<file path="config.mk">
export PLATFORM = sky130hd
export DESIGN_NAME = e1_ais_and_ebit_overhead_control
export DESIGN_NICKNAME = d
export VERILOG_FILES = /design/src/design/e1_ovh_pkg.sv /design/src/design/e1_ais_and_ebit_overhead_control.sv
export SDC_FILE = /design/constraint.sdc
export NUM_CORES = 1
export LEC_CHECK = 0
export BUFFER_PORTS_ARGS = -buffer_cell sky130_fd_sc_hd__buf_2
export CAP_MARGIN = 20
export CORE_MARGIN = 5
export CORE_UTILIZATION = 50
export CTS_BUF_LIST = sky130_fd_sc_hd__clkbuf_2 sky130_fd_sc_hd__clkbuf_4 sky130_fd_sc_hd__clkbuf_8
export DETAILED_ROUTE_END_ITERATION = 7
export PLACE_DENSITY = 0.78
export SLEW_MARGIN = 20
export SYNTH_ARGS = -nofsm -noshare
export SYNTH_HDL_FRONTEND = slang
export SYNTH_SLANG_ARGS = --single-unit
</file>
<file path="constraint.sdc">
create_clock -name ref_clk_i -period 2.2 [get_ports ref_clk_i]
set_input_delay 0.33 -clock ref_clk_i [delete_from_list [all_inputs] [get_ports ref_clk_i]]
set_output_delay 0.33 -clock ref_clk_i [all_outputs]
set_load 0.01 [all_outputs]
</file>
<file path="src/design/e1_ovh_pkg.sv">
// package: register map, field positions, codes and timing counts for the e1 overhead control
package e1_ovh_pkg;
  // register indices as printed, byte address = 4 * index
  localparam logic [11:0] SYNC_MUX_IDX  = 12'h109;
  localparam logic [11:0] ALARM_GEN_IDX = 12'h108;
  localparam logic [11:0] IRQ_STAT_IDX  = 12'h1B0;
  localparam logic [11:0] IRQ_MASK_IDX  = 12'h1B1;
  localparam logic [11:0] RX_STATE_IDX  = 12'h1B2;
  localparam logic [13:0] SYNC_MUX_ADDR  = {SYNC_MUX_IDX, 2'b00};
  localparam logic [13:0] ALARM_GEN_ADDR = {ALARM_GEN_IDX, 2'b00};
  localparam logic [13:0] IRQ_STAT_ADDR  = {IRQ_STAT_IDX, 2'b00};
  localparam logic [13:0] IRQ_MASK_ADDR  = {IRQ_MASK_IDX, 2'b00};
  localparam logic [13:0] RX_STATE_ADDR  = {RX_STATE_IDX, 2'b00};
  // field positions
  localparam int TX_AIS_LSB   = 2;
  localparam int RX_CRIT_LSB  = 0;
  localparam int EBIT_SRC_LSB = 6;
  localparam int FAS_SEL_BIT  = 0;
  localparam logic [7:0] SYNC_MUX_WMASK = 8'hDF;  // bit 5 reserved
  localparam logic [7:0] ALARM_GEN_RST  = 8'h00;
  localparam logic [7:0] SYNC_MUX_RST   = 8'h00;
  // status bits
  localparam int ST_AIS     = 0;
  localparam int ST_SLOT16_ALL_ONES_ALARM   = 1;
  localparam int ST_CRC_ERR = 2;
  // codes
  typedef enum logic [1:0] {
    TX_NORMAL = 2'h0, TX_UNFRAMED = 2'h1, TX_SLOT16 = 2'h2, TX_FRAMED = 2'h3
  } tx_ais_t;
  typedef enum logic [1:0] {
    RX_NEVER = 2'h0, RX_ANY_ONES = 2'h1, RX_SLOT16 = 2'h2, RX_FRAMED_ONLY = 2'h3
  } rx_crit_t;
  typedef enum logic [1:0] {
    EB_CRC = 2'h0, EB_ZERO = 2'h1, EB_ONE = 2'h2, EB_LINK = 2'h3
  } ebit_src_t;
  // frame layout, 32 slots of 8 bits
  localparam logic [4:0] SLOT_FAS = 5'h00;
  localparam logic [4:0] SLOT_16  = 5'h10;
  // consecutive frames to declare and to clear a defect
  localparam logic [1:0] AIS_FRAMES = 2'h3;
  // a frame holds fewer than this many zeros to count as all ones
  localparam logic [8:0] ONES_ZERO_LIMIT = 9'h003;
  localparam logic [4:0] EBIT_BIT_POS = 5'h00;  // bit index of the E bit within slot 0
endpackage

</file>
<file path="src/design/e1_ais_and_ebit_overhead_control.sv">
// overhead control for one e1 channel: tx ais and e bits, rx ais declaration
`timescale 1ns/10ps
module e1_ais_and_ebit_overhead_control (
  input  wire logic        ref_clk_i,
  input  wire logic        rst_i,
  input  wire logic [13:0] addr_i,
  input  wire logic [7:0]  wdata_i,
  input  wire logic        wr_i,
  input  wire logic        rd_i,
  output logic      [7:0]  rdata_o,
  output logic             irq_o,
  input  wire logic        tx_data_i,
  input  wire logic [4:0]  tx_slot_i,
  input  wire logic [2:0]  tx_bit_i,
  input  wire logic        tx_ebit_pos_i,
  input  wire logic        tx_link_bit_i,
  output logic             tx_data_o,
  input  wire logic        rx_data_i,
  input  wire logic [4:0]  rx_slot_i,
  input  wire logic [2:0]  rx_bit_i,
  input  wire logic        rx_frame_end_i,
  input  wire logic        rx_in_frame_i,
  input  wire logic        rx_crc_err_i,
  output logic             rx_ais_o,
  output logic             rx_slot16_all_ones_alarm_o
);
  import e1_ovh_pkg::*;

  logic [7:0] alarm_generation_control;
  logic [7:0] sync_mux_and_ebit_control;
  logic [2:0] irq_stat;
  logic [2:0] irq_mask;
  logic       crc_err_seen;
  tx_ais_t    tx_alarm_pattern_select;
  rx_crit_t   rx_alarm_declare_criteria;
  ebit_src_t  ebit_source_select;
  logic       fas_ext;

  assign tx_alarm_pattern_select   = tx_ais_t'(alarm_generation_control[TX_AIS_LSB +: 2]);
  assign rx_alarm_declare_criteria = rx_crit_t'(alarm_generation_control[RX_CRIT_LSB +: 2]);
  assign ebit_source_select        = ebit_src_t'(sync_mux_and_ebit_control[EBIT_SRC_LSB +: 2]);
  assign fas_ext                   = sync_mux_and_ebit_control[FAS_SEL_BIT];

  // register writes; reserved bit 5 is not stored so it reads zero
  always_ff @(posedge ref_clk_i) begin
    if (rst_i) begin
      alarm_generation_control  <= ALARM_GEN_RST;
      sync_mux_and_ebit_control <= SYNC_MUX_RST;
      irq_mask                  <= 3'h0;
    end else if (wr_i) begin
      if (addr_i == ALARM_GEN_ADDR) begin
        alarm_generation_control <= {4'h0, wdata_i[3:0]};
      end else if (addr_i == SYNC_MUX_ADDR) begin
        sync_mux_and_ebit_control <= wdata_i & SYNC_MUX_WMASK;
      end else if (addr_i == IRQ_MASK_ADDR) begin
        irq_mask <= wdata_i[2:0];
      end
    end
  end

  // ---------------- transmit path ----------------
  logic next_tx;
  // e bit source first, then the ais pattern over it; e bits only touched when we make the fas ourselves
  always_comb begin
    next_tx = tx_data_i;
    if (tx_ebit_pos_i && !fas_ext) begin
      case (ebit_source_select)
        EB_CRC:  next_tx = ~crc_err_seen;
        EB_ZERO: next_tx = 1'b0;
        EB_ONE:  next_tx = 1'b1;
        default: next_tx = tx_link_bit_i;
      endcase
    end
    case (tx_alarm_pattern_select)
      TX_UNFRAMED: next_tx = 1'b1;
      TX_SLOT16: begin
        if (tx_slot_i == SLOT_16) begin
          next_tx = 1'b1;
        end
      end
      TX_FRAMED: begin
        if (tx_slot_i != SLOT_FAS) begin
          next_tx = 1'b1;
        end
      end
      default: ; // normal traffic passes
    endcase
  end

  always_ff @(posedge ref_clk_i) begin
    if (rst_i) begin
      tx_data_o <= 1'b1;
    end else begin
      tx_data_o <= next_tx;
    end
  end

  // sticky sub-multiframe crc error flag, one zero e bit however many blocks errored since the last e bit
  always_ff @(posedge ref_clk_i) begin
    if (rst_i) begin
      crc_err_seen <= 1'b0;
    end else if (rx_crc_err_i) begin
      crc_err_seen <= 1'b1;
    end else if (tx_ebit_pos_i && !fas_ext && ebit_source_select == EB_CRC) begin
      crc_err_seen <= 1'b0; // consumed by one outbound e bit
    end
  end

  // ---------------- receive path ----------------
  // per-frame zero counts: whole frame, payload only, slot 16 only
  logic [8:0] zeros_all;
  logic [8:0] zeros_pay;
  logic [3:0] zeros_16;
  always_ff @(posedge ref_clk_i) begin
    if (rst_i || rx_frame_end_i) begin
      zeros_all <= 9'h000;
      zeros_pay <= 9'h000;
      zeros_16  <= 4'h0;
    end else if (!rx_data_i) begin
      zeros_all <= zeros_all + 9'h001;
      if (rx_slot_i != SLOT_FAS) begin
        zeros_pay <= zeros_pay + 9'h001;
      end
      if (rx_slot_i == SLOT_16) begin
        zeros_16 <= zeros_16 + 4'h1;
      end
    end
  end

  // frame qualifiers evaluated at the frame end; the last bit is counted too
  logic z_last;
  logic frame_unf_ones;
  logic frame_frm_ones;
  logic frame_16_ones;
  assign z_last         = ~rx_data_i;
  assign frame_unf_ones = (zeros_all + {8'h00, z_last}) < ONES_ZERO_LIMIT && !rx_in_frame_i;
  assign frame_frm_ones = (zeros_pay + {8'h00, z_last}) < ONES_ZERO_LIMIT && rx_in_frame_i;
  assign frame_16_ones  = zeros_16 == 4'h0 && !(z_last && rx_slot_i == SLOT_16);

  logic frame_ais_hit;
  always_comb begin
    case (rx_alarm_declare_criteria)
      RX_ANY_ONES:    frame_ais_hit = frame_unf_ones || frame_frm_ones;
      RX_SLOT16:      frame_ais_hit = frame_16_ones;
      RX_FRAMED_ONLY: frame_ais_hit = frame_frm_ones;
      default:        frame_ais_hit = 1'b0;
    endcase
  end

  // hysteresis counters: same frame count to set and to clear
  logic [1:0] ais_cnt;
  logic [1:0] slot16_all_ones_alarm_cnt;
  always_ff @(posedge ref_clk_i) begin
    if (rst_i) begin
      ais_cnt  <= 2'h0;
      rx_ais_o <= 1'b0;
    end else if (rx_alarm_declare_criteria == RX_NEVER) begin
      ais_cnt  <= 2'h0;
      rx_ais_o <= 1'b0;
    end else if (rx_frame_end_i) begin
      if (frame_ais_hit != rx_ais_o) begin
        ais_cnt <= ais_cnt + 2'h1;
        if (ais_cnt == AIS_FRAMES - 2'h1) begin
          rx_ais_o <= frame_ais_hit;
          ais_cnt  <= 2'h0;
        end
      end else begin
        ais_cnt <= 2'h0;
      end
    end
  end

  // slot 16 ais is watched regardless of the criteria field
  always_ff @(posedge ref_clk_i) begin
    if (rst_i) begin
      slot16_all_ones_alarm_cnt  <= 2'h0;
      rx_slot16_all_ones_alarm_o <= 1'b0;
    end else if (rx_frame_end_i) begin
      if (frame_16_ones != rx_slot16_all_ones_alarm_o) begin
        slot16_all_ones_alarm_cnt <= slot16_all_ones_alarm_cnt + 2'h1;
        if (slot16_all_ones_alarm_cnt == AIS_FRAMES - 2'h1) begin
          rx_slot16_all_ones_alarm_o <= frame_16_ones;
          slot16_all_ones_alarm_cnt  <= 2'h0;
        end
      end else begin
        slot16_all_ones_alarm_cnt <= 2'h0;
      end
    end
  end

  // edge events for the sticky status
  logic ais_q;
  logic slot16_all_ones_alarm_q;
  always_ff @(posedge ref_clk_i) begin
    if (rst_i) begin
      ais_q   <= 1'b0;
      slot16_all_ones_alarm_q <= 1'b0;
    end else begin
      ais_q   <= rx_ais_o;
      slot16_all_ones_alarm_q <= rx_slot16_all_ones_alarm_o;
    end
  end

  logic [2:0] events;
  // bit positions come from the package so the status layout lives in one place
  always_comb begin
    events             = 3'h0;
    events[ST_AIS]     = rx_ais_o ^ ais_q;
    events[ST_SLOT16_ALL_ONES_ALARM]   = rx_slot16_all_ones_alarm_o ^ slot16_all_ones_alarm_q;
    events[ST_CRC_ERR] = rx_crc_err_i;
  end

  // read clears the status; a same-cycle event still sets its bit
  always_ff @(posedge ref_clk_i) begin
    if (rst_i) begin
      irq_stat <= 3'h0;
    end else if (rd_i && addr_i == IRQ_STAT_ADDR) begin
      irq_stat <= events;
    end else begin
      irq_stat <= irq_stat | events;
    end
  end

  // status as it stands after this edge, so irq_o lags a new event by one cycle only
  logic [2:0] next_stat_w;
  assign next_stat_w = (rd_i && addr_i == IRQ_STAT_ADDR) ? events : (irq_stat | events);

  always_ff @(posedge ref_clk_i) begin
    if (rst_i) begin
      irq_o <= 1'b0;
    end else begin
      irq_o <= |(next_stat_w & irq_mask);
    end
  end

  // read data one cycle after the strobe, zero for unmapped addresses
  always_ff @(posedge ref_clk_i) begin
    if (rst_i) begin
      rdata_o <= 8'h00;
    end else if (rd_i) begin
      if (addr_i == ALARM_GEN_ADDR) begin
        rdata_o <= alarm_generation_control;
      end else if (addr_i == SYNC_MUX_ADDR) begin
        rdata_o <= sync_mux_and_ebit_control;
      end else if (addr_i == IRQ_STAT_ADDR) begin
        rdata_o <= {5'h00, irq_stat};
      end else if (addr_i == IRQ_MASK_ADDR) begin
        rdata_o <= {5'h00, irq_mask};
      end else if (addr_i == RX_STATE_ADDR) begin
        rdata_o <= {6'h00, rx_slot16_all_ones_alarm_o, rx_ais_o};
      end else begin
        rdata_o <= 8'h00;
      end
    end else begin
      rdata_o <= 8'h00;
    end
  end

  // ---------------- checks ----------------
  // transmit side: ais pattern forcing and pass-through of everything it leaves alone
  a_unframed_ones: assert property (@(posedge ref_clk_i) disable iff (rst_i)
    (tx_alarm_pattern_select == TX_UNFRAMED)
    |=> tx_data_o)
    else $error("unframed ais not all ones");
  a_slot16_force: assert property (@(posedge ref_clk_i) disable iff (rst_i)
    (tx_alarm_pattern_select == TX_SLOT16 && tx_slot_i == SLOT_16)
    |=> tx_data_o)
    else $error("slot 16 ais not all ones");
  a_slot16_keep: assert property (@(posedge ref_clk_i) disable iff (rst_i)
    (tx_alarm_pattern_select == TX_SLOT16 && tx_slot_i != SLOT_16 && !tx_ebit_pos_i)
    |=> tx_data_o == $past(tx_data_i))
    else $error("slot 16 ais touched another slot");
  a_framed_keep: assert property (@(posedge ref_clk_i) disable iff (rst_i)
    (tx_alarm_pattern_select == TX_FRAMED && tx_slot_i == SLOT_FAS && !tx_ebit_pos_i)
    |=> tx_data_o == $past(tx_data_i))
    else $error("framed ais overwrote framing");
  a_framed_payload: assert property (@(posedge ref_clk_i) disable iff (rst_i)
    (tx_alarm_pattern_select == TX_FRAMED && tx_slot_i != SLOT_FAS)
    |=> tx_data_o)
    else $error("framed ais payload not all ones");
  a_normal_pass: assert property (@(posedge ref_clk_i) disable iff (rst_i)
    (tx_alarm_pattern_select == TX_NORMAL && !tx_ebit_pos_i)
    |=> tx_data_o == $past(tx_data_i))
    else $error("normal traffic altered");

  // e bit source; only honoured while this side makes the alignment pattern
  a_ebit_zero: assert property (@(posedge ref_clk_i) disable iff (rst_i)
    (tx_alarm_pattern_select == TX_NORMAL && tx_ebit_pos_i && !fas_ext
     && ebit_source_select == EB_ZERO)
    |=> !tx_data_o)
    else $error("e bit not zero");
  a_ebit_one: assert property (@(posedge ref_clk_i) disable iff (rst_i)
    (tx_alarm_pattern_select == TX_NORMAL && tx_ebit_pos_i && !fas_ext
     && ebit_source_select == EB_ONE)
    |=> tx_data_o)
    else $error("e bit not one");
  a_ebit_link: assert property (@(posedge ref_clk_i) disable iff (rst_i)
    (tx_alarm_pattern_select == TX_NORMAL && tx_ebit_pos_i && !fas_ext
     && ebit_source_select == EB_LINK)
    |=> tx_data_o == $past(tx_link_bit_i))
    else $error("e bit not carrying link data");
  // an error two cycles before an e bit slot, with no e bit slot in between, must show up as a zero e bit
  a_ebit_crc_err: assert property (@(posedge ref_clk_i) disable iff (rst_i)
    rx_crc_err_i ##1 !tx_ebit_pos_i ##1 (tx_alarm_pattern_select == TX_NORMAL
     && tx_ebit_pos_i && !fas_ext && ebit_source_select == EB_CRC)
    |=> !tx_data_o)
    else $error("crc error not reported in e bit");
  a_ebit_fas_ext: assert property (@(posedge ref_clk_i) disable iff (rst_i)
    (tx_alarm_pattern_select == TX_NORMAL && fas_ext)
    |=> tx_data_o == $past(tx_data_i))
    else $error("e bit changed with external framing");

  // receive side: the defect only moves at frame ends, or clears at once under criteria 00, and only for qualifying patterns
  a_never_declare: assert property (@(posedge ref_clk_i) disable iff (rst_i)
    (rx_alarm_declare_criteria == RX_NEVER)
    |=> !rx_ais_o)
    else $error("ais declared with criteria 00");
  a_framed_only: assert property (@(posedge ref_clk_i) disable iff (rst_i)
    (rx_alarm_declare_criteria == RX_FRAMED_ONLY && rx_frame_end_i
     && !rx_in_frame_i && !rx_ais_o)
    |=> !rx_ais_o)
    else $error("unframed frame counted toward framed ais");
  a_slot16_only: assert property (@(posedge ref_clk_i) disable iff (rst_i)
    (rx_alarm_declare_criteria == RX_SLOT16 && rx_frame_end_i
     && zeros_16 != 4'h0 && !rx_ais_o)
    |=> !rx_ais_o)
    else $error("slot 16 ais declared with zeros in slot 16");
  a_ais_hold: assert property (@(posedge ref_clk_i) disable iff (rst_i)
    (!rx_frame_end_i && rx_alarm_declare_criteria != RX_NEVER)
    |=> $stable(rx_ais_o))
    else $error("ais changed outside frame end");
  a_slot16_all_ones_alarm_hold: assert property (@(posedge ref_clk_i) disable iff (rst_i)
    (!rx_frame_end_i)
    |=> $stable(rx_slot16_all_ones_alarm_o))
    else $error("slot 16 ais changed outside frame end");

  // status, interrupt and read port; a set in the clearing cycle must survive
  a_stat_crc: assert property (@(posedge ref_clk_i) disable iff (rst_i)
    rx_crc_err_i
    |=> irq_stat[ST_CRC_ERR])
    else $error("crc error status not set");
  a_stat_sticky: assert property (@(posedge ref_clk_i) disable iff (rst_i)
    !(rd_i && addr_i == IRQ_STAT_ADDR)
    |=> (irq_stat & $past(irq_stat)) == $past(irq_stat))
    else $error("status bit lost without a read");
  a_irq_masked: assert property (@(posedge ref_clk_i) disable iff (rst_i)
    (irq_mask == 3'h0)
    |=> !irq_o)
    else $error("interrupt raised while fully masked");
  a_irq_follow: assert property (@(posedge ref_clk_i) disable iff (rst_i)
    ((|(irq_stat & irq_mask)) && !(rd_i && addr_i == IRQ_STAT_ADDR))
    |=> irq_o)
    else $error("interrupt low with unmasked status");
  a_rdata_idle: assert property (@(posedge ref_clk_i) disable iff (rst_i)
    !rd_i
    |=> rdata_o == 8'h00)
    else $error("read data not zero outside a read");

  // main scenarios that the bench is expected to reach
  c_tx_framed: cover property (@(posedge ref_clk_i) tx_alarm_pattern_select == TX_FRAMED);
  c_ais_set: cover property (@(posedge ref_clk_i) $rose(rx_ais_o));
  c_ais_clear: cover property (@(posedge ref_clk_i) $fell(rx_ais_o));
  c_slot16_all_ones_alarm_set: cover property (@(posedge ref_clk_i) $rose(rx_slot16_all_ones_alarm_o));
  c_irq: cover property (@(posedge ref_clk_i) $rose(irq_o));
endmodule

</file>
Word level (Yosys, flattened, before mapping)
Index checks and enable logic that the tools add are counted.
{"block": "op_classes", "n_mux": 18, "eq_ne": 19, "order_cmp": 2, "bitwise_logic": 9, "n_addsub": 7, "reduce_logical": 30}
{"op": "== test 14 x 11 -> 1 bit (second input constant)", "n": 5}
{"op": "adder 9 x 1 -> 9 bit", "n": 2}
{"op": "adder 9 x 1 -> 9 bit (second input constant)", "n": 2}
{"op": "less-than comparator 9 x 2 -> 1 bit (second input constant)", "n": 2}
{"op": "== test 2 bit (second input constant)", "n": 7}
{"op": "== test 5 bit (second input constant)", "n": 2}
{"op": "2-to-1 mux 2 bit", "n": 5}
{"op": "nonzero test 5 bit", "n": 2}
{"op": "2-to-1 mux 3 bit", "n": 3}
{"op": "case mux 1 bit (3 select lines)", "n": 3}
{"op": "AND reduction 3 bit", "n": 3}
{"op": "2-to-1 mux 8 bit", "n": 1}
{"op": "logical AND 1 bit", "n": 7}
{"op": "== test 2 x 1 -> 1 bit (second input constant)", "n": 3}
{"op": "AND reduction 2 bit", "n": 3}
{"op": "OR reduction 3 bit", "n": 2}
{"op": "OR reduction 6 bit", "n": 1}
{"op": "2-to-1 mux 1 bit", "n": 5}
{"op": "inverter 1 bit", "n": 5}
{"op": "adder 2 x 1 -> 2 bit (second input constant)", "n": 2}
{"op": "adder 4 x 1 -> 4 bit (second input constant)", "n": 1}
{"op": "zero test 2 bit", "n": 2}
{"op": "zero test 4 bit", "n": 1}
{"op": "2-to-1 mux 4 bit", "n": 1}
{"op": "9 further kinds", "n": 15}
{"block": "word_totals", "input_bits": 49, "out_inout_bits": 12, "regBits": 58}

Logic depth before layout (Yosys ltp)
Gate-level depths: netlist of run 1.
{"block": "logic_depth", "ltp_word": 8, "mapped_depth": 10, "mapped_depth_nobuf": 10}

Least setup slack after synthesis of run 1
No wires, ideal clock.
{"block": "synth_path", "path_kind": "in2reg", "from": "input port addr_i[11]", "to": "register alarm_generation_control[3]", "setup_slack_ns": 0.003, "required_ns": 2.072, "path_stages": 7, "path_buffers": 0, "t_arrival_ns": 2.069, "setup_time_ns": 0.128, "cell_sequence": "or4b_1 or2_1 or4_4 nor2_4 nand2_2 mux2i_1 nor2_1"}
{"block": "synth_via", "elab_chain_len": 2}
{"item": "start, declared", "line_no": "e1_ais_and_ebit_overhead_control.sv:6", "text": "input wire logic [13:0] addr_i,"}
{"item": "== test 14 x 11 -> 1 bit", "line_no": "e1_ais_and_ebit_overhead_control.sv:51", "text": "if (addr_i == ALARM_GEN_ADDR) begin"}
{"item": "AND reduction 2 bit (no line)"}
{"item": "end signal, assigned", "line_no": "e1_ais_and_ebit_overhead_control.sv:52", "text": "alarm_generation_control <= {4'h0, wdata_i[3:0]};"}
{"item": "end, declared", "line_no": "e1_ais_and_ebit_overhead_control.sv:29", "text": "logic [7:0] alarm_generation_control;"}
Every way passes these cells.
A chain may end at the register's enable or synchronous reset.

Worst setup path after layout of run 1
{"block": "layout_path", "from": "register zeros_all[0]", "to": "register ais_cnt[1]"}
{"block": "layout_via", "elab_chain_len": 7}
{"item": "start, declared", "line_no": "e1_ais_and_ebit_overhead_control.sv:111", "text": "logic [8:0] zeros_all;"}
{"item": "start signal, assigned", "line_no": "e1_ais_and_ebit_overhead_control.sv:120", "text": "zeros_all <= zeros_all + 9'h001;"}
{"item": "adder 9 x 1 -> 9 bit", "line_no": "e1_ais_and_ebit_overhead_control.sv:136", "text": "assign frame_unf_ones = (zeros_all + {8'h00, z_last}) < ONES_ZERO_LIMIT && !rx_in_frame_i;"}
{"item": "less-than comparator 9 x 2 -> 1 bit", "line_no": "e1_ais_and_ebit_overhead_control.sv:136"}
{"item": "logical AND 1 bit", "line_no": "e1_ais_and_ebit_overhead_control.sv:136"}
{"item": "logical OR 1 bit", "line_no": "e1_ais_and_ebit_overhead_control.sv:143", "text": "RX_ANY_ONES: frame_ais_hit = frame_unf_ones || frame_frm_ones;"}
{"item": "case mux 1 bit (3 select lines)", "line_no": "e1_ais_and_ebit_overhead_control.sv:142", "text": "case (rx_alarm_declare_criteria)"}
{"item": "inequality test 1 bit", "line_no": "e1_ais_and_ebit_overhead_control.sv:161", "text": "if (frame_ais_hit != rx_ais_o) begin"}
{"item": "2-to-1 mux 2 bit", "line_no": "e1_ais_and_ebit_overhead_control.sv:161"}
{"item": "end signal, assigned", "line_no": "e1_ais_and_ebit_overhead_control.sv:162", "text": "ais_cnt <= ais_cnt + 2'h1;"}
{"item": "end, declared", "line_no": "e1_ais_and_ebit_overhead_control.sv:151", "text": "logic [1:0] ais_cnt;"}
Every way passes these cells.

==> load_flow_metrics.sql, run 1 <==
INSERT INTO impl_metrics (metric_group, metric, value, unit) VALUES
('routing', 'viasPerCell', '5.47', ''),
('run', 'drv.max_cap_violation_count', '0', ''),
('global_routing', 'grt_overflow_total', '0', ''),
('routing', 'detail-route-antenna-nets', '0', ''),
('clocking', 'root_buffer', 'sky130_fd_sc_hd__clkbuf_8', ''),
('power_and_ir_drop', 'power_leakage', '1.38', 'nW'),
('placed_design', 'pre_cts_ws', '-201', 'ps'),
('clocking', 'path_clk_slew', '70', 'ps'),
('sta', 'number_of_hold_violations_in_the_final_report', '0', ''),
('sta', 'final-setup-viol-count', '0', ''),
('synthesis', 'ys_dominant_reg_cell', 'sky130_fd_sc_hd__dfxtp_1', ''),
('global_routing', 'grt_antenna_before_repair', '0', ''),
('power_and_ir_drop', 'clockPowerShare', '46.8', '%'),
('sta', 'max_freq', '475', 'MHz'),
('finish', 'drive_gt1_share', '24.7', '%'),
('synthesis', 'post_synthesis_cell_type_with_the_largest_combined_area', 'sky130_fd_sc_hd__dfxtp_1', ''),
('floorplan', 'floorplan_die_area', '0.00701', 'mm2'),
('floorplan', 'core_area', '0.00520', 'mm2'),
('clocking', 'postCtsSetupRepairBufs', '0', ''),
('routing', 'drtPass1Iterations', '4', ''),
('sta', 'final_critical_path_setup_slack', '94.2', 'ps'),
('finish', 'nFillCells', '448', ''),
('finish', 'fin_area', '0.00338', 'mm2'),
('outcome', 'run_status', 'complete, no violations', ''),
('placed_design', 'portBuffers', '52', ''),
('floorplan', 'io-pin-count', '61', ''),
('synthesis', 'synth.net_count', '375', ''),
('setup_path', 'delay_contributed_by_the_slowest_stage_of_the_critical_path', '410', 'ps'),
('placed_design', 'place_congestion', '0.829', ''),
('sta', 'transition_at_the_pin_with_the_smallest_max_transition_slack', '869', 'ps'),
('floorplan', 'floorplan.die.height', '83.7', 'um'),
('global_routing', 'grt_first_pass_wirelength', '11200', 'um'),
('finish', 'postLayoutCoreUtil', '65.0', '%'),
('power_and_ir_drop', 'total_power', '2.21', 'mW'),
('sta', 'finClkSkew', '7.52', 'ps'),
('setup_path', 'timing.critical_path.buf_inv', '0', ''),
('floorplan', 'die_width', '83.7', 'um'),
('setup_path', 'crit_path_top_delay_cell', 'sky130_fd_sc_hd__a2111o_1', ''),
('finish', 'layout_nets', '443', ''),
('routing', 'avgRoutedWirePerCell', '14.1', 'um'),
('power_and_ir_drop', 'p_sw_share', '21.3', '%'),
('synthesis', 'netlist.area_leader.share', '42.0', '%'),
('placed_design', 'dp_cells', '444', ''),
('setup_path', 'path_cells', 'ha_2 > ha_4 > xnor2_1 > a41o_1 > a21oi_1 > a2111o_1 > nand3_2 > xor2_2 > a22o_1', ''),
('synthesis', 'yosys-top-cells-count', 'sky130_fd_sc_hd__dfxtp_1, sky130_fd_sc_hd__nor2_1, sky130_fd_sc_hd__nand2_1', ''),
('sta', 'fin_crit_sh', '95.7', '%'),
('power_and_ir_drop', 'powerDensity', '653', 'mW/mm2'),
('clocking', 'htreeDepth', '3', ''),
('synthesis', 'syn_area_per_cell', '8.58', 'um2'),
('synthesis', 'mappedNetlistArea', '0.00272', 'mm2'),
('setup_path', 'path_delay_family', 'compound AO/OA/AOI/OAI gates', ''),
('sta', 'final.setup.tns', '0', 'ps'),
('synthesis', 'synth-edff-count', '0', ''),
('synthesis', 'yosys_synthesis_warning_count', '0', ''),
('clocking', 'worstSkewPairLatency', '340', 'ps'),
('synthesis', 'instance_count_of_the_mapped_netlist', '317', ''),
('finish', 'area_growth_syn_to_layout', '24.4', '%'),
('clocking', 'number_of_sinks_on_the_clock_net', '57', ''),
('clocking', 'clock_tree_from_tritoncts', 'yes', ''),
('global_routing', 'grt_pass1_vias', '2440', ''),
('clocking', 'hold_buffers', '0', ''),
('worst_hold_path', 'min-delay-path-class', 'input pin to flip-flop', ''),
('setup_path', 'setup.worst_path.class', 'flip-flop to flip-flop', ''),
('floorplan', 'initial_core_util', '52.2', '%'),
('routing', 'drt_drc_violations_left', '0', ''),
('routing', 'vias', '2512', ''),
('floorplan', 'core.rowCount', '26', ''),
('finish', 'antenna_cells', '0', ''),
('setup_path', 'crit_fanout', '4', ''),
('synthesis', 'synth_seq_cells', '57', ''),
('power_and_ir_drop', 'worst_ir_drop_vdd', '0.393', 'mV');
## worst register-to-register path, stage by stage, from the launching register on
cell                       delay, ps
sky130_fd_sc_hd__dfxtp_1         360
sky130_fd_sc_hd__ha_2            250
sky130_fd_sc_hd__ha_4            170
sky130_fd_sc_hd__xnor2_1         130
sky130_fd_sc_hd__a41o_1          200
sky130_fd_sc_hd__a21oi_1          80
sky130_fd_sc_hd__a2111o_1        410
sky130_fd_sc_hd__nand3_2         110
sky130_fd_sc_hd__xor2_2           80
sky130_fd_sc_hd__a22o_1          210
## cells by family (layout without fill, tap and decap cells)
family,after synthesis,after routing,synth area share [%]
adders and majority gates,9,9,4.14
xor gates and xnor gates,23,23,7.41
muxes,11,11,4.05
other,1,1,0.138
DFF,57,57,42.0
and+or+nand+nor,144,144,26.8
buffers and inverters,20,92,3.18
AOI/OAI and AO/OA,52,52,12.3
## repair_timing
item	CTS	global route
endpoints found under the setup margin	2	2
gates cloned	0	0
gates resized for setup	1	4
## flip-flops by register name, indices dropped and copies added (netlist names), 2 cells and up
name and flops:
ais_cnt 2, alarm_generation_control 4, irq_mask 3, irq_stat 3, rdata_o 7, slot16_all_ones_alarm_cnt 2, sync_mux_and_ebit_control 7, zeros_16 4
zeros_all 9, zeros_pay 9
## power groups by stage
stage / Clock [mW] / Sequential (mW) / Combinational [mW]
after floorplan: 0 / 1.07 / 0.0561
after global routing: 1.11 / 1.05 / 0.139
after detailed placement: 0 / 1.07 / 0.121
final: 1.03 / 1.05 / 0.125
after global placement: 0 / 1.07 / 0.119
after CTS: 1.05 / 1.05 / 0.124
## worst paths after layout
check / from / to / slack [ps] / cells after the start
worst max-delay path: zeros_all[0]$_SDFFE_PP0N_ / ais_cnt[1]$_SDFFE_PP0P_ / 90 / 9
worst min-delay path: tx_slot_i[4] / tx_data_o$_SDFF_PP1_ / 240 / 3
worst max register to register: zeros_all[0]$_SDFFE_PP0N_ / ais_cnt[1]$_SDFFE_PP0P_ / 90 / 9
worst min register to register: sync_mux_and_ebit_control[3]$_SDFFE_PP0P_ / sync_mux_and_ebit_control[3]$_SDFFE_PP0P_ / 460 / 2
## metal layers
metal	global-route usage [%]	share of wire, %	up-vias
li1	-	-	1260
met4	7.02	1.4	0
met5	0	0	-
met1	24.4	43	1160
met3	6.52	6.9	12
met2	30.4	49	80
## layout by cell type, fill, tap and decap left out, types with 3 or more instances in the layout
cell type,n
sky130_fd_sc_hd__buf_2,52
sky130_fd_sc_hd__nor4_1,4
sky130_fd_sc_hd__nor4b_1,3
sky130_fd_sc_hd__inv_1,6
sky130_fd_sc_hd__nand2_1,29
sky130_fd_sc_hd__nand4_1,8
sky130_fd_sc_hd__or3_1,5
sky130_fd_sc_hd__nor2b_1,4
sky130_fd_sc_hd__a22oi_1,5
sky130_fd_sc_hd__xnor2_1,8
sky130_fd_sc_hd__or4_1,3
sky130_fd_sc_hd__ha_1,7
sky130_fd_sc_hd__nor3_1,6
sky130_fd_sc_hd__nand2b_1,3
sky130_fd_sc_hd__clkbuf_8,13
sky130_fd_sc_hd__xor2_1,14
sky130_fd_sc_hd__nand3_1,20
sky130_fd_sc_hd__a21oi_1,25
sky130_fd_sc_hd__dfxtp_1,57
sky130_fd_sc_hd__mux2i_1,11
sky130_fd_sc_hd__o21ai_0,6
sky130_fd_sc_hd__nor2_1,43
sky130_fd_sc_hd__buf_4,18
## final cells by class
type / instances / area [um2] / area share, %
multi-input combinational: 240 / 1520 / 44.9
sequential: 57 / 1140 / 33.7
timing repair buffer: 70 / 395 / 11.7
clock buffer: 13 / 179 / 5.29
tap: 70 / 87.6 / 2.59
clock inverter: 2 / 35.0 / 1.04
inverter: 7 / 26.3 / 0.777
Power figures use the tool's default switching activity.
==> run 2, diff against run 1 <==
==> constraint.sdc (replaced) <==
create_clock -name ref_clk_i -period 2.2 [get_ports ref_clk_i]
set_input_delay 0.44 -clock ref_clk_i [delete_from_list [all_inputs] [get_ports ref_clk_i]]
set_output_delay 0.44 -clock ref_clk_i [all_outputs]
set_load 0.01 [all_outputs]
==> run 2 against run 1 <==
Cell area grew 0.96%. Worst setup slack better by 9.7 ps. Maximum frequency is 0.46% higher. First-iteration DRC count fell by 9.0%. Largest cell class unchanged.
==> load_flow_metrics.sql, run 2 (synthesis gave the netlist of run 1 again) <==
INSERT INTO impl_metrics (metric_group, metric, value, unit) VALUES
('sta', 'max-slew-margin-rel', '57.9', '%'),
('setup_path', 'delay_contributed_by_the_slowest_stage_of_the_critical_path', '550', 'ps'),
('finish', 'area_growth_syn_to_layout', '25.6', '%'),
('power_and_ir_drop', 'power.switching', '0.509', 'mW'),
('sta', 'max_freq', '477', 'MHz'),
('clocking', 'root_buffer', 'sky130_fd_sc_hd__clkbuf_8', ''),
('clocking', 'cts.repair.resized', '0', ''),
('clocking', 'htreeDepth', '3', ''),
('routing', 'met1_wirelength', '2840', 'um'),
('routing', 'detail_route.wirelength', '6080', 'um'),
('outcome', 'run_status', 'complete, no violations', ''),
('power_and_ir_drop', 'combinationalPowerShare', '5.9', '%'),
('routing', 'avgRoutedWirePerCell', '13.1', 'um'),
('setup_path', 'critPathCaptureType', 'flip-flop', ''),
('setup_path', 'startpoint_type_of_the_worst_setup_path', 'input pin', ''),
('setup_path', 'critical_path_arrival', '2380', 'ps'),
('power_and_ir_drop', 'powerDensity', '635', 'mW/mm2'),
('setup_path', 'crit_path_top_delay_cell', 'sky130_fd_sc_hd__or4b_1', ''),
('clocking', 'cts-buffers-inserted', '9', ''),
('finish', 'drive_gt1_share', '26.7', '%'),
('global_routing', 'grt_pass1_vias', '2361', ''),
('sta', 'final_critical_delay_including_setup_and_external_delays', '2100', 'ps'),
('sta', 'final_critical_path_setup_slack', '104', 'ps'),
('finish', 'nFillCells', '441', ''),
('run', 'drv.max_cap_violation_count', '0', ''),
('finish', 'antenna_cells', '0', ''),
('power_and_ir_drop', 'internal_power', '1.66', 'mW'),
('power_and_ir_drop', 'total_power', '2.17', 'mW'),
('routing', 'vias', '2447', ''),
('clocking', 'postCtsSetupRepairBufs', '0', ''),
('clocking', 'clock_tree_from_tritoncts', 'yes', ''),
('global_routing', 'grt_antenna_before_repair', '0', ''),
('floorplan', 'io-pin-count', '61', ''),
('routing', 'viasPerCell', '5.29', ''),
('routing', 'detailroute.wirelength.met2', '2780', 'um'),
('floorplan', 'core_area', '0.00520', 'mm2'),
('power_and_ir_drop', 'worst_ir_drop_vdd', '0.517', 'mV'),
('global_routing', 'grt_max_degree', '28', ''),
('placed_design', 'portBuffers', '52', ''),
('clocking', 'path_clk_slew', '70', 'ps'),
('power_and_ir_drop', 'p_sw_share', '23.5', '%'),
('setup_path', 'path_delay_family', 'simple AND/OR/NAND/NOR gates', ''),
('floorplan', 'floorplan_die_area', '0.00701', 'mm2'),
('routing', 'drt_drc_violations_left', '0', ''),
('sta', 'slew_violations', '0', ''),
('finish', 'layout_nets', '446', ''),
('sta', 'number_of_hold_violations_in_the_final_report', '0', ''),
('floorplan', 'floorplan.die.height', '83.7', 'um'),
('sta', 'finClkSkew', '6.83', 'ps'),
('sta', 'fin_crit_sh', '95.3', '%'),
('power_and_ir_drop', 'flop_pwr_share', '48.4', '%'),
('global_routing', 'grt_overflow_total', '0', ''),
('setup_path', 'timing.critical_path.buf_inv', '3', ''),
('routing', 'drtPass1Iterations', '4', ''),
('clocking', 'worstSkewPairLatency', '340', 'ps'),
('floorplan', 'core.rowCount', '26', ''),
('power_and_ir_drop', 'power_leakage', '1.38', 'nW'),
('setup_path', 'worstPathRequired', '2480', 'ps'),
('routing', 'detail-route-antenna-nets', '0', ''),
('power_and_ir_drop', 'clockPowerShare', '45.7', '%'),
('sta', 'transition_at_the_pin_with_the_smallest_max_transition_slack', '623', 'ps'),
('floorplan', 'die_width', '83.7', 'um'),
('finish', 'layout_commonest_cell', 'sky130_fd_sc_hd__dfxtp_1', ''),
('routing', 'drt-initial-drc-count', '201', ''),
('worst_hold_path', 'min-delay-path-class', 'input pin to flip-flop', ''),
('routing', 'routed.top_layer', 'met4', ''),
('clocking', 'number_of_sinks_on_the_clock_net', '57', ''),
('floorplan', 'initial_core_util', '52.2', '%'),
('global_routing', 'grt_first_pass_wirelength', '10400', 'um'),
('placed_design', 'place_congestion', '0.820', ''),
('placed_design', 'detailedPlacementHpwl', '4540', 'um'),
('clocking', 'hold_buffers', '0', ''),
('finish', 'most-common-layout-cells', 'sky130_fd_sc_hd__dfxtp_1, sky130_fd_sc_hd__buf_2, sky130_fd_sc_hd__nor2_1, sky130_fd_sc_hd__nand2_1, sky130_fd_sc_hd__a21oi_1', ''),
('routing', 'routed-wl-met3', '353', 'um'),
('finish', 'reg.largest.list', 'zeros_all x9, zeros_pay x9', ''),
('setup_path', 'crit_fanout', '4', ''),
('clocking', 'clock_path_buffers', '2', ''),
('setup_path', 'setup.worst_path.class', 'input pin to flip-flop', ''),
('global_routing', 'grt_usage', '18.2', '%'),
('setup_path', 'path_cells', 'buf_2 > or4b_1 > or2_1 > or4_4 > nor2_4 > buf_4 > inv_2 > nor2_1 > and2_1', ''),
('placed_design', 'pre_cts_ws', '-288', 'ps'),
('sta', 'final-setup-viol-count', '0', '');
-- run 2: cell count changes in the layout (fill, tap and decap cells not counted), sizes merged --
cell,before,now
buf,70,73
clkbuf,13,10
clkinvlp,0,3
inv,7,8
-- run 2: metal layers --
metal | track usage, % | vias up
met5 | 0 | -
met4 | 7.46 | 0
met3 | 6.02 | 8
met2 | 28.9 | 59
met1 | 22.6 | 1114
li1 | - | 1266
-- run 2: power groups by stage --
stage                     Sequential (mW)  Clock [mW]  Combinational (mW)
after CTS                            1.05        1.02               0.127
final                                1.05       0.990               0.128
after global routing                 1.05        1.06               0.145
after global placement               1.07           0               0.123
after detailed placement             1.07           0               0.126
after floorplan                      1.07           0              0.0564
-- run 2: cell type report --
cell class	instances	area, um2	share of cell area (%)
flip-flops and latches	57	1140	33.4
well taps	70	87.6	2.56
repair buffers	73	418	12.2
clock inverters	6	66.3	1.94
inverters	7	26.3	0.769
multi-input cells	240	1540	45.0
clock buffers	10	138	4.03
-- run 2: path summary, 6_finish.rpt --
| check | startpoint | to | cells after the start | slack (ps) |
|---|---|---|---|---|
| setup / recovery | addr_i[11] | rdata_o[6]$_SDFF_PP0_ | 9 | 100 |
| hold / removal | rx_crc_err_i | crc_err_seen$_SDFFE_PP0P_ | 3 | 330 |
| setup reg to reg | zeros_all[0]$_SDFFE_PP0N_ | ais_cnt[1]$_SDFFE_PP0P_ | 9 | 110 |
| hold reg to reg | sync_mux_and_ebit_control[3]$_SDFFE_PP0P_ | sync_mux_and_ebit_control[3]$_SDFFE_PP0P_ | 2 | 460 |
-- run 2: worst min-delay path, stage by stage --
cell and delay, ps:
sky130_fd_sc_hd__buf_2 90, sky130_fd_sc_hd__a21oi_1 40, sky130_fd_sc_hd__nor2_1 70
-- run 2: through the flow --
| step | instance area [um2] | hold slack (ps) | util [%] | setup TNS, ps | instances |
|---|---|---|---|---|---|
| after global placement | 3170 | 445 | 61.0 | -5290 | 447 |
| after detailed placement | 3170 | 448 | 61.0 | -5940 | 447 |
| after floorplan | 2730 | 432 | - | -1300 | 317 |
| after global routing | 3420 | 319 | 65.6 | -25.6 | 463 |
| final | 3420 | 328 | 65.6 | 0 | 463 |
| after CTS | 3380 | 306 | 64.9 | 0 | 463 |
